File: src/rclm_pkg.sv
// Shared constants, timing counts and types of the receive lane manager
package rclm_pkg;

   // Control clock rate and derived cycles per microsecond
   localparam int CLK_HZ     = 10_000_000;
   localparam int CLK_PER_US = CLK_HZ / 1_000_000;

   // Least settle time in lock-to-reference before trying the data
   localparam int REF_SETTLE_US  = 20;
   localparam int REF_SETTLE_CYC = (REF_SETTLE_US * CLK_PER_US < 1) ?
                                   1 : REF_SETTLE_US * CLK_PER_US;

   // Longest wait for fine lock after entering lock-to-data
   localparam int LOCK_WAIT_US  = 200;
   localparam int LOCK_WAIT_CYC = (LOCK_WAIT_US * CLK_PER_US < 1) ?
                                  1 : LOCK_WAIT_US * CLK_PER_US;

   // Longest calibration run before the lane is restarted
   localparam int CAL_TIMEOUT_US  = 10_000;
   localparam int CAL_TIMEOUT_CYC = (CAL_TIMEOUT_US * CLK_PER_US < 1) ?
                                    1 : CAL_TIMEOUT_US * CLK_PER_US;

   // Shared cycle counter width
   localparam int CNT_W = 20;
   localparam logic [CNT_W-1:0] REF_SETTLE_LAST = CNT_W'(REF_SETTLE_CYC - 1);
   localparam logic [CNT_W-1:0] LOCK_WAIT_LAST  = CNT_W'(LOCK_WAIT_CYC - 1);

   // Requester hold time before it gives up on an answer
   localparam int HOLD_W = 8;
   localparam logic [HOLD_W-1:0] REQ_HOLD_LAST = 8'h3F;

   // Bit positions in the manager synchroniser vector
   localparam int SY_LOS   = 0;
   localparam int SY_CAL   = 1;
   localparam int SY_EYE   = 2;
   localparam int SY_COEFF = 3;
   localparam int SY_LOCK  = 4;
   localparam int SY_PDONE = 5;
   localparam int SY_N     = 6;

   // Request channel indices
   localparam int CH_CAL   = 0;
   localparam int CH_EYE   = 1;
   localparam int CH_COEFF = 2;
   localparam int N_CH     = 3;

   // Kind of calibration handed to the transceiver engine
   typedef enum logic [1:0] {
      CAL_NONE  = 2'b00,
      CAL_FULL  = 2'b01,
      CAL_EYE   = 2'b10,
      CAL_COEFF = 2'b11
   } rclm_cal_kind_t;

   // Manager states
   typedef enum logic [2:0] {
      ST_REF    = 3'b000,
      ST_DATA   = 3'b001,
      ST_CAL    = 3'b010,
      ST_RUN    = 3'b011,
      ST_BYPASS = 3'b100
   } rclm_state_t;

endpackage

File: src/rclm_if.sv
// Handshake wires between the lane manager and the user fabric logic
`timescale 1ns/1ps
interface rclm_if;
   logic lane_signal_absent;
   logic lane_cal_request;
   logic lane_eye_recal_request;
   logic lane_coeff_recal_request;
   logic lane_calibrating;
   logic lane_cal_done;
   logic lane_eye_recal_done;
   logic lane_coeff_recal_done;
   logic lane_rx_valid;

   // Manager end
   modport mgr (
      input  lane_signal_absent,
      input  lane_cal_request,
      input  lane_eye_recal_request,
      input  lane_coeff_recal_request,
      output lane_calibrating,
      output lane_cal_done,
      output lane_eye_recal_done,
      output lane_coeff_recal_done,
      output lane_rx_valid
   );

   // User fabric end
   modport usr (
      output lane_signal_absent,
      output lane_cal_request,
      output lane_eye_recal_request,
      output lane_coeff_recal_request,
      input  lane_calibrating,
      input  lane_cal_done,
      input  lane_eye_recal_done,
      input  lane_coeff_recal_done,
      input  lane_rx_valid
   );
endinterface

File: src/rclm_sync.sv
// Two-flop synchroniser with a rising-edge detector behind it
`timescale 1ns/1ps
module rclm_sync #(
   parameter int W = 1
) (
   input  wire logic         clk_in,
   input  wire logic         rstn_in,
   input  wire logic [W-1:0] async_in,
   output logic      [W-1:0] level_out,
   output logic      [W-1:0] rise_out
);
   import rclm_pkg::*;

   logic [W-1:0] meta_reg;
   logic [W-1:0] stable_reg;
   logic [W-1:0] delay_reg;

   // Refuse a zero width while the design is built
   if (W < 1) begin : g_bad_width
      $error("rclm_sync: width must be at least one");
   end

   // Meta stage feeds only the stable stage; edges look at later stages
   always_ff @(posedge clk_in or negedge rstn_in) begin
      if (!rstn_in) begin
         meta_reg   <= '0;
         stable_reg <= '0;
         delay_reg  <= '0;
      end else begin
         meta_reg   <= async_in;
         stable_reg <= meta_reg;
         delay_reg  <= stable_reg;
      end
   end

   // Outputs
   assign level_out = stable_reg;
   assign rise_out  = stable_reg & ~delay_reg;
endmodule

File: src/rclm_rx_link_manager.sv
// Receive lane manager: lock mode control and calibration sequencing
// Functional notes
// - Management logic runs on the dedicated control clock
// - Reset driven from transceiver init complete
// - Signal absent holds PLL in lock-to-reference
// - Signal absent ignored after lock-to-data entry
// - Signal absent released only with valid data
// - Active-high request starts on-demand calibration
// - One calibration per request rising edge
// - Calibrating high while calibration runs
// - Optional automatic calibration at first bit lock
// - Request ignored when on-demand option absent
// - Optional eye and coefficient recalibration requests
// - Done indication after full calibration finishes
// - Manager switches PLL between reference and data
// - Relock on its own after traffic loss
// - Lock takes about three times longer
// - Manager disabled leaves plain pass-through lane
// - Valid only with fine lock and idle
// - Each recalibration answers with its done
// - Recalibration only after one full calibration
`timescale 1ns/1ps
module rclm_rx_link_manager #(
   parameter bit MGR_EN          = 1'b1,
   parameter bit AUTO_FIRST_LOCK = 1'b1,
   parameter bit ON_DEMAND_EN    = 1'b1,
   parameter bit EYE_RECAL_EN    = 1'b1,
   parameter bit COEFF_RECAL_EN  = 1'b1,
   parameter int CAL_TIMEOUT_CYC = rclm_pkg::CAL_TIMEOUT_CYC
) (
   input  wire logic                    clk_in,
   input  wire logic                    rstn_in,
   rclm_if.mgr                          lane,
   input  wire logic                    cdr_fine_lock_in,
   input  wire logic                    pma_cal_done_in,
   output logic                         pll_lock_to_data_out,
   output logic                         pma_cal_start_out,
   output rclm_pkg::rclm_cal_kind_t     pma_cal_kind_out
);
   import rclm_pkg::*;

   localparam logic [CNT_W-1:0] CAL_LAST = CNT_W'(CAL_TIMEOUT_CYC - 1);

   if (CAL_TIMEOUT_CYC < 1 || CAL_TIMEOUT_CYC >= (1 << CNT_W)) begin : g_chk
      $error("rclm_rx_link_manager: timeout does not fit the counter");
   end

   // Reset release synchroniser; assertion stays asynchronous
   logic rst_meta_reg;
   logic mgmt_rstn_reg;

   always_ff @(posedge clk_in or negedge rstn_in) begin
      if (!rstn_in) begin
         rst_meta_reg  <= 1'b0;
         mgmt_rstn_reg <= 1'b0;
      end else begin
         rst_meta_reg  <= 1'b1;
         mgmt_rstn_reg <= rst_meta_reg;
      end
   end

   // Every lane and transceiver input crosses in through two flops
   logic [SY_N-1:0] sync_raw;
   logic [SY_N-1:0] lvl;
   logic [SY_N-1:0] rise;

   assign sync_raw[SY_LOS]   = lane.lane_signal_absent;
   assign sync_raw[SY_CAL]   = lane.lane_cal_request;
   assign sync_raw[SY_EYE]   = lane.lane_eye_recal_request;
   assign sync_raw[SY_COEFF] = lane.lane_coeff_recal_request;
   assign sync_raw[SY_LOCK]  = cdr_fine_lock_in;
   assign sync_raw[SY_PDONE] = pma_cal_done_in;

   rclm_sync #(
      .W (SY_N)
   ) u_sync (
      .clk_in    (clk_in),
      .rstn_in   (mgmt_rstn_reg),
      .async_in  (sync_raw),
      .level_out (lvl),
      .rise_out  (rise)
   );

   // Manager state
   rclm_state_t      state_reg,       state_next;
   logic [CNT_W-1:0] cnt_reg,         cnt_next;
   logic [N_CH-1:0]  pend_reg,        pend_next;
   logic [N_CH-1:0]  new_req;
   rclm_cal_kind_t   kind_reg,        kind_next;
   logic             start_reg,       start_next;
   logic             l2d_reg,         l2d_next;
   logic             calib_reg,       calib_next;
   logic             cal_done_reg,    cal_done_next;
   logic             eye_done_reg,    eye_done_next;
   logic             coeff_done_reg,  coeff_done_next;
   logic             once_reg,        once_next;
   logic             first_reg,       first_next;
   logic             rx_valid_reg,    rx_valid_next;

   // Edges kept only for options present; early recals are dropped
   always_comb begin
      new_req[CH_CAL]   = MGR_EN & ON_DEMAND_EN & rise[SY_CAL];
      new_req[CH_EYE]   = MGR_EN & EYE_RECAL_EN & once_reg
                          & rise[SY_EYE];
      new_req[CH_COEFF] = MGR_EN & COEFF_RECAL_EN & once_reg
                          & rise[SY_COEFF];
   end

   // Next-state logic; a new edge in a clearing cycle survives
   always_comb begin
      state_next      = state_reg;
      cnt_next        = cnt_reg;
      pend_next       = pend_reg;
      kind_next       = kind_reg;
      start_next      = 1'b0;
      l2d_next        = l2d_reg;
      calib_next      = 1'b0;
      cal_done_next   = cal_done_reg;
      eye_done_next   = eye_done_reg & lvl[SY_EYE];
      coeff_done_next = coeff_done_reg & lvl[SY_COEFF];
      once_next       = once_reg;
      first_next      = first_reg;
      rx_valid_next   = 1'b0;

      case (state_reg)
         ST_REF: begin
            l2d_next = 1'b0;
            if (!MGR_EN) begin
               state_next = ST_BYPASS;
            end else if (lvl[SY_LOS]) begin
               cnt_next = '0;
            end else if (cnt_reg >= REF_SETTLE_LAST) begin
               cnt_next   = '0;
               l2d_next   = 1'b1;
               state_next = ST_DATA;
            end else begin
               cnt_next = cnt_reg + 1'b1;
            end
         end
         // Signal absent is no longer looked at here
         ST_DATA: begin
            if (lvl[SY_LOCK]) begin
               cnt_next   = '0;
               first_next = 1'b1;
               if (AUTO_FIRST_LOCK && !first_reg) begin
                  kind_next     = CAL_FULL;
                  start_next    = 1'b1;
                  calib_next    = 1'b1;
                  cal_done_next = 1'b0;
                  state_next    = ST_CAL;
               end else begin
                  state_next = ST_RUN;
               end
            end else if (cnt_reg >= LOCK_WAIT_LAST) begin
               cnt_next   = '0;
               l2d_next   = 1'b0;
               state_next = ST_REF;
            end else begin
               cnt_next = cnt_reg + 1'b1;
            end
         end
         // Engine running; done edge ends it in the same edge for all
         ST_CAL: begin
            calib_next = 1'b1;
            if (rise[SY_PDONE]) begin
               calib_next = 1'b0;
               cnt_next   = '0;
               state_next = ST_RUN;
               case (kind_reg)
                  CAL_FULL:  {cal_done_next, once_next} = 2'b11;
                  CAL_EYE:   eye_done_next   = 1'b1;
                  CAL_COEFF: coeff_done_next = 1'b1;
                  default:   cal_done_next   = cal_done_reg;
               endcase
            end else if (cnt_reg >= CAL_LAST) begin
               // A hung engine restarts the lane rather than stalling it
               calib_next = 1'b0;
               cnt_next   = '0;
               l2d_next   = 1'b0;
               state_next = ST_REF;
            end else begin
               cnt_next = cnt_reg + 1'b1;
            end
         end
         // Locked; serve one pending request at a time, full first
         ST_RUN: begin
            if (!lvl[SY_LOCK]) begin
               l2d_next   = 1'b0;
               cnt_next   = '0;
               state_next = ST_REF;
            end else if (pend_reg != '0) begin
               start_next = 1'b1;
               calib_next = 1'b1;
               cnt_next   = '0;
               state_next = ST_CAL;
               if (pend_reg[CH_CAL]) begin
                  pend_next[CH_CAL] = 1'b0;
                  kind_next         = CAL_FULL;
                  cal_done_next     = 1'b0;
               end else if (pend_reg[CH_EYE]) begin
                  pend_next[CH_EYE] = 1'b0;
                  kind_next         = CAL_EYE;
                  eye_done_next     = 1'b0;
               end else begin
                  pend_next[CH_COEFF] = 1'b0;
                  kind_next           = CAL_COEFF;
                  coeff_done_next     = 1'b0;
               end
            end else begin
               rx_valid_next = 1'b1;
            end
         end
         // No management at all: the lane tracks data, valid is lock
         ST_BYPASS: begin
            l2d_next      = 1'b1;
            rx_valid_next = lvl[SY_LOCK];
         end
         default: begin
            state_next = ST_REF;
         end
      endcase
      pend_next = pend_next | new_req;
   end

   // State registers
   always_ff @(posedge clk_in or negedge mgmt_rstn_reg) begin
      if (!mgmt_rstn_reg) begin
         state_reg      <= ST_REF;
         cnt_reg        <= '0;
         pend_reg       <= '0;
         kind_reg       <= CAL_NONE;
         start_reg      <= 1'b0;
         l2d_reg        <= 1'b0;
         calib_reg      <= 1'b0;
         cal_done_reg   <= 1'b0;
         eye_done_reg   <= 1'b0;
         coeff_done_reg <= 1'b0;
         once_reg       <= 1'b0;
         first_reg      <= 1'b0;
         rx_valid_reg   <= 1'b0;
      end else begin
         state_reg      <= state_next;
         cnt_reg        <= cnt_next;
         pend_reg       <= pend_next;
         kind_reg       <= kind_next;
         start_reg      <= start_next;
         l2d_reg        <= l2d_next;
         calib_reg      <= calib_next;
         cal_done_reg   <= cal_done_next;
         eye_done_reg   <= eye_done_next;
         coeff_done_reg <= coeff_done_next;
         once_reg       <= once_next;
         first_reg      <= first_next;
         rx_valid_reg   <= rx_valid_next;
      end
   end

   // Outputs straight from registers
   assign pll_lock_to_data_out       = l2d_reg;
   assign pma_cal_start_out          = start_reg;
   assign pma_cal_kind_out           = kind_reg;
   assign lane.lane_calibrating      = calib_reg;
   assign lane.lane_cal_done         = cal_done_reg;
   assign lane.lane_eye_recal_done   = eye_done_reg;
   assign lane.lane_coeff_recal_done = coeff_done_reg;
   assign lane.lane_rx_valid         = rx_valid_reg;
endmodule

File: src/flat_wrapper.sv
// flat-port wrapper written by rule: the top's interface ports become plain ports
module rclm_rx_link_manager_flat import rclm_pkg::*;
#(
   parameter bit MGR_EN          = 1'b1,
   parameter bit AUTO_FIRST_LOCK = 1'b1,
   parameter bit ON_DEMAND_EN    = 1'b1,
   parameter bit EYE_RECAL_EN    = 1'b1,
   parameter bit COEFF_RECAL_EN  = 1'b1,
   parameter int CAL_TIMEOUT_CYC = rclm_pkg::CAL_TIMEOUT_CYC
)
  (clk_in, rstn_in, cdr_fine_lock_in, pma_cal_done_in, pll_lock_to_data_out, pma_cal_start_out, pma_cal_kind_out, lane_lane_signal_absent, lane_lane_cal_request, lane_lane_eye_recal_request, lane_lane_coeff_recal_request, lane_lane_calibrating, lane_lane_cal_done, lane_lane_eye_recal_done, lane_lane_coeff_recal_done, lane_lane_rx_valid);
  rclm_if lane_i ();
  input  wire logic clk_in;
  input  wire logic rstn_in;
  input  wire logic cdr_fine_lock_in;
  input  wire logic pma_cal_done_in;
  output logic pll_lock_to_data_out;
  output logic pma_cal_start_out;
  output rclm_pkg::rclm_cal_kind_t pma_cal_kind_out;
  input wire logic [$bits(lane_i.lane_signal_absent)-1:0] lane_lane_signal_absent;
  input wire logic [$bits(lane_i.lane_cal_request)-1:0] lane_lane_cal_request;
  input wire logic [$bits(lane_i.lane_eye_recal_request)-1:0] lane_lane_eye_recal_request;
  input wire logic [$bits(lane_i.lane_coeff_recal_request)-1:0] lane_lane_coeff_recal_request;
  output wire logic [$bits(lane_i.lane_calibrating)-1:0] lane_lane_calibrating;
  output wire logic [$bits(lane_i.lane_cal_done)-1:0] lane_lane_cal_done;
  output wire logic [$bits(lane_i.lane_eye_recal_done)-1:0] lane_lane_eye_recal_done;
  output wire logic [$bits(lane_i.lane_coeff_recal_done)-1:0] lane_lane_coeff_recal_done;
  output wire logic [$bits(lane_i.lane_rx_valid)-1:0] lane_lane_rx_valid;
  assign lane_i.lane_signal_absent = lane_lane_signal_absent;
  assign lane_i.lane_cal_request = lane_lane_cal_request;
  assign lane_i.lane_eye_recal_request = lane_lane_eye_recal_request;
  assign lane_i.lane_coeff_recal_request = lane_lane_coeff_recal_request;
  assign lane_lane_calibrating = lane_i.lane_calibrating;
  assign lane_lane_cal_done = lane_i.lane_cal_done;
  assign lane_lane_eye_recal_done = lane_i.lane_eye_recal_done;
  assign lane_lane_coeff_recal_done = lane_i.lane_coeff_recal_done;
  assign lane_lane_rx_valid = lane_i.lane_rx_valid;
  rclm_rx_link_manager #(.MGR_EN(MGR_EN), .AUTO_FIRST_LOCK(AUTO_FIRST_LOCK), .ON_DEMAND_EN(ON_DEMAND_EN), .EYE_RECAL_EN(EYE_RECAL_EN), .COEFF_RECAL_EN(COEFF_RECAL_EN), .CAL_TIMEOUT_CYC(CAL_TIMEOUT_CYC)) u_core (.clk_in(clk_in), .rstn_in(rstn_in), .lane(lane_i), .cdr_fine_lock_in(cdr_fine_lock_in), .pma_cal_done_in(pma_cal_done_in), .pll_lock_to_data_out(pll_lock_to_data_out), .pma_cal_start_out(pma_cal_start_out), .pma_cal_kind_out(pma_cal_kind_out));
endmodule
File: config.mk
export PLATFORM = sky130hd
export DESIGN_NAME = rclm_rx_link_manager_flat
export DESIGN_NICKNAME = d
export VERILOG_FILES = /design/src/rclm_pkg.sv /design/src/rclm_if.sv /design/src/rclm_sync.sv /design/src/rclm_rx_link_manager.sv /design/src/flat_wrapper.sv
export SDC_FILE = /design/constraint.sdc
export NUM_CORES = 1
export LEC_CHECK = 0
export ABC_AREA = 0
export BUFFER_PORTS_ARGS = -buffer_cell sky130_fd_sc_hd__buf_2
export CAP_MARGIN = 20
export CORE_ASPECT_RATIO = 0.6
export CORE_MARGIN = 2
export CORE_UTILIZATION = 55
export CTS_BUF_LIST = sky130_fd_sc_hd__clkbuf_2 sky130_fd_sc_hd__clkbuf_4 sky130_fd_sc_hd__clkbuf_8
export DETAILED_ROUTE_END_ITERATION = 10
export GPL_ROUTABILITY_DRIVEN = 0
export PLACE_DENSITY = 0.76
export SLEW_MARGIN = 40
export SYNTH_ARGS = -nofsm -noshare
export SYNTH_HDL_FRONTEND = slang
export SYNTH_SLANG_ARGS = --single-unit
File: constraint.sdc
create_clock -name clk_in -period 1.7 [get_ports clk_in]
set_input_delay 0.34 -clock clk_in [delete_from_list [all_inputs] [get_ports clk_in]]
set_output_delay 0.34 -clock clk_in [all_outputs]
set_load 0.05 [all_outputs]
# --- Word-level counts from Yosys, hierarchy flattened ---
# Index checks and enable logic that the tools add are counted.
totals:
  register_bits: 57
  inputBits: 8
  elab_cells: 139
classes:
  add_sub_neg: 1
  order_cmp: 3
  eq_ne: 24
  mux: 72
  n_bitwise: 8
  reduce_logical: 13
op_table:
  columns: ["operator", "count"]
  rows:
  - ["$mux 20", 8]
  - ["$pmux 20 s4", 1]
  - ["$mux 1", 37]
  - ["$mux 3", 11]
  - ["$add 20x1->20 const B", 1]
  - ["$ge 20x11->1 const B", 1]
  - ["$ge 20x17->1 const B", 1]
  - ["$ge 20x8->1 const B", 1]
  - ["$ne 2x2->1 const B", 8]
  - ["$pmux 3 s5", 1]
  - ["$mux 2", 6]
  - ["$ne 2x1->1 const B", 6]
  - ["$reduce_and 6->1", 2]
  - ["$pmux 1 s2", 4]
  - ["$reduce_and 8->1", 1]
  - ["$and 6x6->6", 1]
  - ["$eq 3x2->1 const B", 2]
  - ["$ne 3x2->1 const B", 2]
  - ["$not 6->6", 1]
  - ["$pmux 1 s3", 2]
  - ["$reduce_bool 3->1", 2]
  - ["$pmux 1 s5", 1]
  - ["$reduce_and 5->1", 1]
  - ["$reduce_bool 5->1", 1]
  - ["14 further kinds", 19]

# --- Depth between registers and ports, before layout ---
logic_depth:
  word_depth: 6
  mapped_depth: 7
  ltp_nobuf: 6

# --- By module ---
# A second synthesis with hierarchy kept.
hier_totals:
  hier_cells: 213
  hier_area_um2: 2459.9
by_module_without_submodules:
  columns: ["mod", "instances", "cells_each", "area_each_um2"]
  rows:
  - ["rclm_rx_link_manager", 1, 189, 1926.8]
  - ["rclm_sync", 1, 24, 533.0]

# --- Worst setup path before layout ---
# No wires, ideal clock.
synth_path:
  path_type: "flip-flop to flip-flop"
  from: "reg u_core.cnt_reg[18]"
  to: "reg u_core.cnt_reg[8]"
  setup_time_ns: 0.071
  arrival_time_ns: 1.873
  required_ns: 1.629
  slack_ns: -0.244
  stages_incl_launch_ff: 7
  synth_period_minus_slack_ns: 1.944
  path_cell_list: "dfrtp_1 -> or3_4 -> or4_4 -> nor4_4 -> nor4_4 -> buf_6 -> nor2_1"
synth_via:
  elab_chain_len: 4
  word_cells_on_any_way: 10
  cone_classes: "order compare (3); mux (7)"
synth_lines:
  columns: ["item", "line", "source"]
  rows:
  - ["start, declared", "rclm_rx_link_manager.sv:86", "logic [CNT_W-1:0] cnt_reg, cnt_next;"]
  - ["start signal, assigned", "rclm_rx_link_manager.sv:243", "cnt_reg <= cnt_next;"]
  - ["$ge 20x17->1 (tied with other cells)", "rclm_rx_link_manager.sv:175", "end else if (cnt_reg >= CAL_LAST) begin"]
  - ["$mux 20, on equally long branches", "rclm_rx_link_manager.sv:175, rclm_rx_link_manager.sv:132, rclm_rx_link_manager.sv:154", null]
  - ["$mux 20, on equally long branches", "rclm_rx_link_manager.sv:165, rclm_rx_link_manager.sv:130, rclm_rx_link_manager.sv:142", null]
  - ["$pmux 20 s4 *", "rclm_rx_link_manager.sv:125", "case (state_reg)"]
# Every way passes the cells marked *; elsewhere a longest branch is shown, timed or not.
# A chain may end at the register's enable or synchronous reset.

# --- Final worst setup path ---
layout_path:
  from: "reg u_core.cnt_reg[18]"
  to: "reg u_core.cnt_reg[3]"
# Same word-level chain as after synthesis.

==> flow_summary_export.csv <==
group,metric,value,unit
run,drv_cap,0,
finish,syn2layout_area_growth,35.7,%
logic_synthesis,syn_area,2340,um2
global_route,antenna_found_initial,0,
clocking,numCtsBuffers,5,
die,die_x,88.2,um
setup_path,crit_type,"flop to flop",
logic_synthesis,synthFlopType,"dfrtp_1",
timing,setup_tns,-7.62,ns
finish,drive_above_1_share,38.4,%
setup_path,cp_num_cells,7,
timing,timing.fmax,473,MHz
power_and_ir_drop,power.density,806,nW/um2
setup_path,critPathTopFamily,"simple AND/OR/NAND/NOR gates",
clocking,cts.clk_slew.worst_paths,0.10,ns
timing,slew_violations,0,
clocking,cts_buffer_depth,2,
logic_synthesis,synth_cell_types,48,
global_route,track_usage,23.4,%
die,initial_core_util,57.0,%
logic_synthesis,yosys.cell_count.top_type,"dfrtp_1",
status,status,"finished, violations left",
hold_path,min_path_cells,1,
logic_synthesis,avgSynthCellArea,10.8,um2
status,failed_checks,"negative setup slack",
setup_path,critPathLaunchType,"flop",
logic_synthesis,synth_edf_count,0,
timing,fin_worst_skew,0.00774,ns
placed_design,dp.cells,336,
logic_synthesis,synth_top_area_share,57.8,%
routing,vias_per_cell,5.34,
timing,finalWorstSetupSlack,-0.415,ns
global_route,grt_pass1_vias,1764,
setup_path,crit_buf_inv,2,
logic_synthesis,synth_largest_area_cell,"dfrtp_1",
setup_path,crit_chain,"or3_4 > or4_4 > nor4_4 > buf_4 > nor4_4 > clkbuf_16 > o22ai_2",
die,dieArea,4800,um2
setup_path,cp-end-kind,"flop",
clocking,cts_tree,"built",
placed_design,portBuffers,16,
logic_synthesis,synth_area_leaders,"dfrtp_1, nor2_1, nand2_1",
placed_design,dp_hpwl,3590,um
setup_path,slowest_stage,"or4_4",
setup_path,slowest_delay,0.47,ns
routing,finalWirelength,5330,um
die,io_pins,17,
finish,nets,297,
logic_synthesis,netlist_top_cells_count,"dfrtp_1, nor2_1, nand2_1, o21ai_0, nor3_1",
setup_path,crit_arrival,2.35,ns
setup_path,required,1.93,ns
hold_path,hold_class,"input pin to flop",
routing,post-route-drc-count,0,
finish,largest_reg_flops,20,
timing,setup_viol,23,
power_and_ir_drop,ir_worst_vdd,0.790,mV
placed_design,preCtsSetupSlack,-0.355,ns
logic_synthesis,async_flop_share,100,%
finish,postLayoutCellArea,3170,um2
die,coreArea,4100,um2
die,die_h,54.5,um
global_route,grt-ovfl-total,0,
routing,wl_per_cell,15.3,um
timing,timing_hold_violations_final,0,
logic_synthesis,yosys_register_bits,54,
setup_path,critPathMaxFanout,9,
timing,timing.final.crit_share,124,%
clocking,h-tree-depth,2,
clocking,cts.sinks,54,
clocking,root_buffer,"clkbuf_8",
setup_path,ff2ff_path_depth,7,
logic_synthesis,synthCells,216,
logic_synthesis,yosysSeqAreaShare,57.8,%
die,std_cell_rows,18,
placed_design,post_dp_cell_area,2840,um2
routing,antenna_left,0,
timing,finalCriticalPeriod,2.12,ns
setup_path,cp_common_cell,"nor4_4",
clocking,worstSkewPairLatency,0.31,ns
routing,vias,1862,
finish,finalNonFillerCells,349,
routing,drtIter0Drc,116,
routing,drt-pass1-iter-count,4,
global_route,grt_max_degree,53,
finish,antenna_cells,0,
power_and_ir_drop,p_leak,0.00147,uW
global_route,grt_pass1_wl,8210,um
logic_synthesis,yosysWarningCount,0,
timing,rsz0062_at_grt,"true",
logic_synthesis,syn_nets,225,
placed cells by master (no fill, tap or decap), types with 2 or more instances in the layout:
cell and n:
a21oi_2 2, a2111oi_4 2, and2b_1 2, nor4_4 2
o21bai_1 2, clkbuf_8 5, buf_12 2, dfrtp_1 53
nor2_2 7, xor2_1 5, xnor2_1 7, or2_2 3
nor2b_1 3, nand2_1 22, o22ai_2 3, o21ai_0 11
nor3_1 8, nand2b_1 3, buf_4 48, nor3_4 2
nand4_1 4, nor2_1 19, nand3_1 9, nor3_2 2
or3_1 2, a21oi_1 4, buf_2 16, inv_1 6
power breakdown:
part	total (uW)	internal, uW	switching (uW)	leakage, uW
clock network	893	449	445	0.0000563
registers	1380	1330	46.7	0.000704
logic	281	140	141	0.000706
cell type report:
class                           instances  area [um2]
Fill cell                             281         927
Timing Repair Buffer                   69         527
Tap cell                               60        75.1
Multi-Input combinational cell        152        1080
Sequential cell                        54        1350
Clock inverter                          3        48.8
Clock buffer                            5        68.8
Inverter                                6        22.5
metal layers:
layer | wire length [um] | GRT usage, %
met2 | 2540 | 37.0
met4 | 59 | 6.06
met5 | 0 | 0
met1 | 2390 | 32.4
met3 | 335 | 6.79
logic make-up (layout without fill, tap and decap cells):
group / count (synthesis) / count (layout) / share of synthesized area (%)
flops: 54 / 54 / 57.8
mux: 1 / 1 / 0.482
xor+xnor: 12 / 12 / 4.50
other cells: 1 / 1 / 0.160
simple gates: 100 / 100 / 23.2
fa+ha+maj: 1 / 1 / 0.535
buf+inv: 10 / 83 / 2.46
compound gates: 37 / 37 / 10.9
through the flow:
stage / util (%) / total power, uW / hold WS [ns]
after floorplan: - / 1480 / 0.0444
after CTS: 73.2 / 2490 / 0.113
final: 77.4 / 2550 / 0.121
after global placement: 69.4 / 1580 / 0.126
after detailed placement: 69.4 / 1590 / 0.127
after global routing: 77.4 / 2670 / 0.102
path summary, 6_finish.rpt:
kind                                           start                         end  slack [ns]
worst max-delay path              u_core.cnt_reg[18]           u_core.cnt_reg[3]       -0.42
worst min-delay path                cdr_fine_lock_in   u_core.u_sync.meta_reg[4]        0.12
worst max register to register    u_core.cnt_reg[18]           u_core.cnt_reg[3]       -0.42
worst min register to register  u_core.mgmt_rstn_reg  u_core.u_sync.level_out[3]        0.26
max in group asynchronous       u_core.mgmt_rstn_reg          u_core.cnt_reg[10]        1.21
min in group asynchronous       u_core.mgmt_rstn_reg  u_core.u_sync.level_out[3]        0.26
timing repair:
action                                  4_1_cts  5_1_grt
buffers inserted                              0        3
gates cloned                                  0        1
hold endpoints to repair                      2        0
hold buffers                                  1        0
pin swaps                                     0        6
resized for setup                             7       25
endpoints found under the setup margin       24       24
No activity file was read; power rests on OpenSTA's default activity.
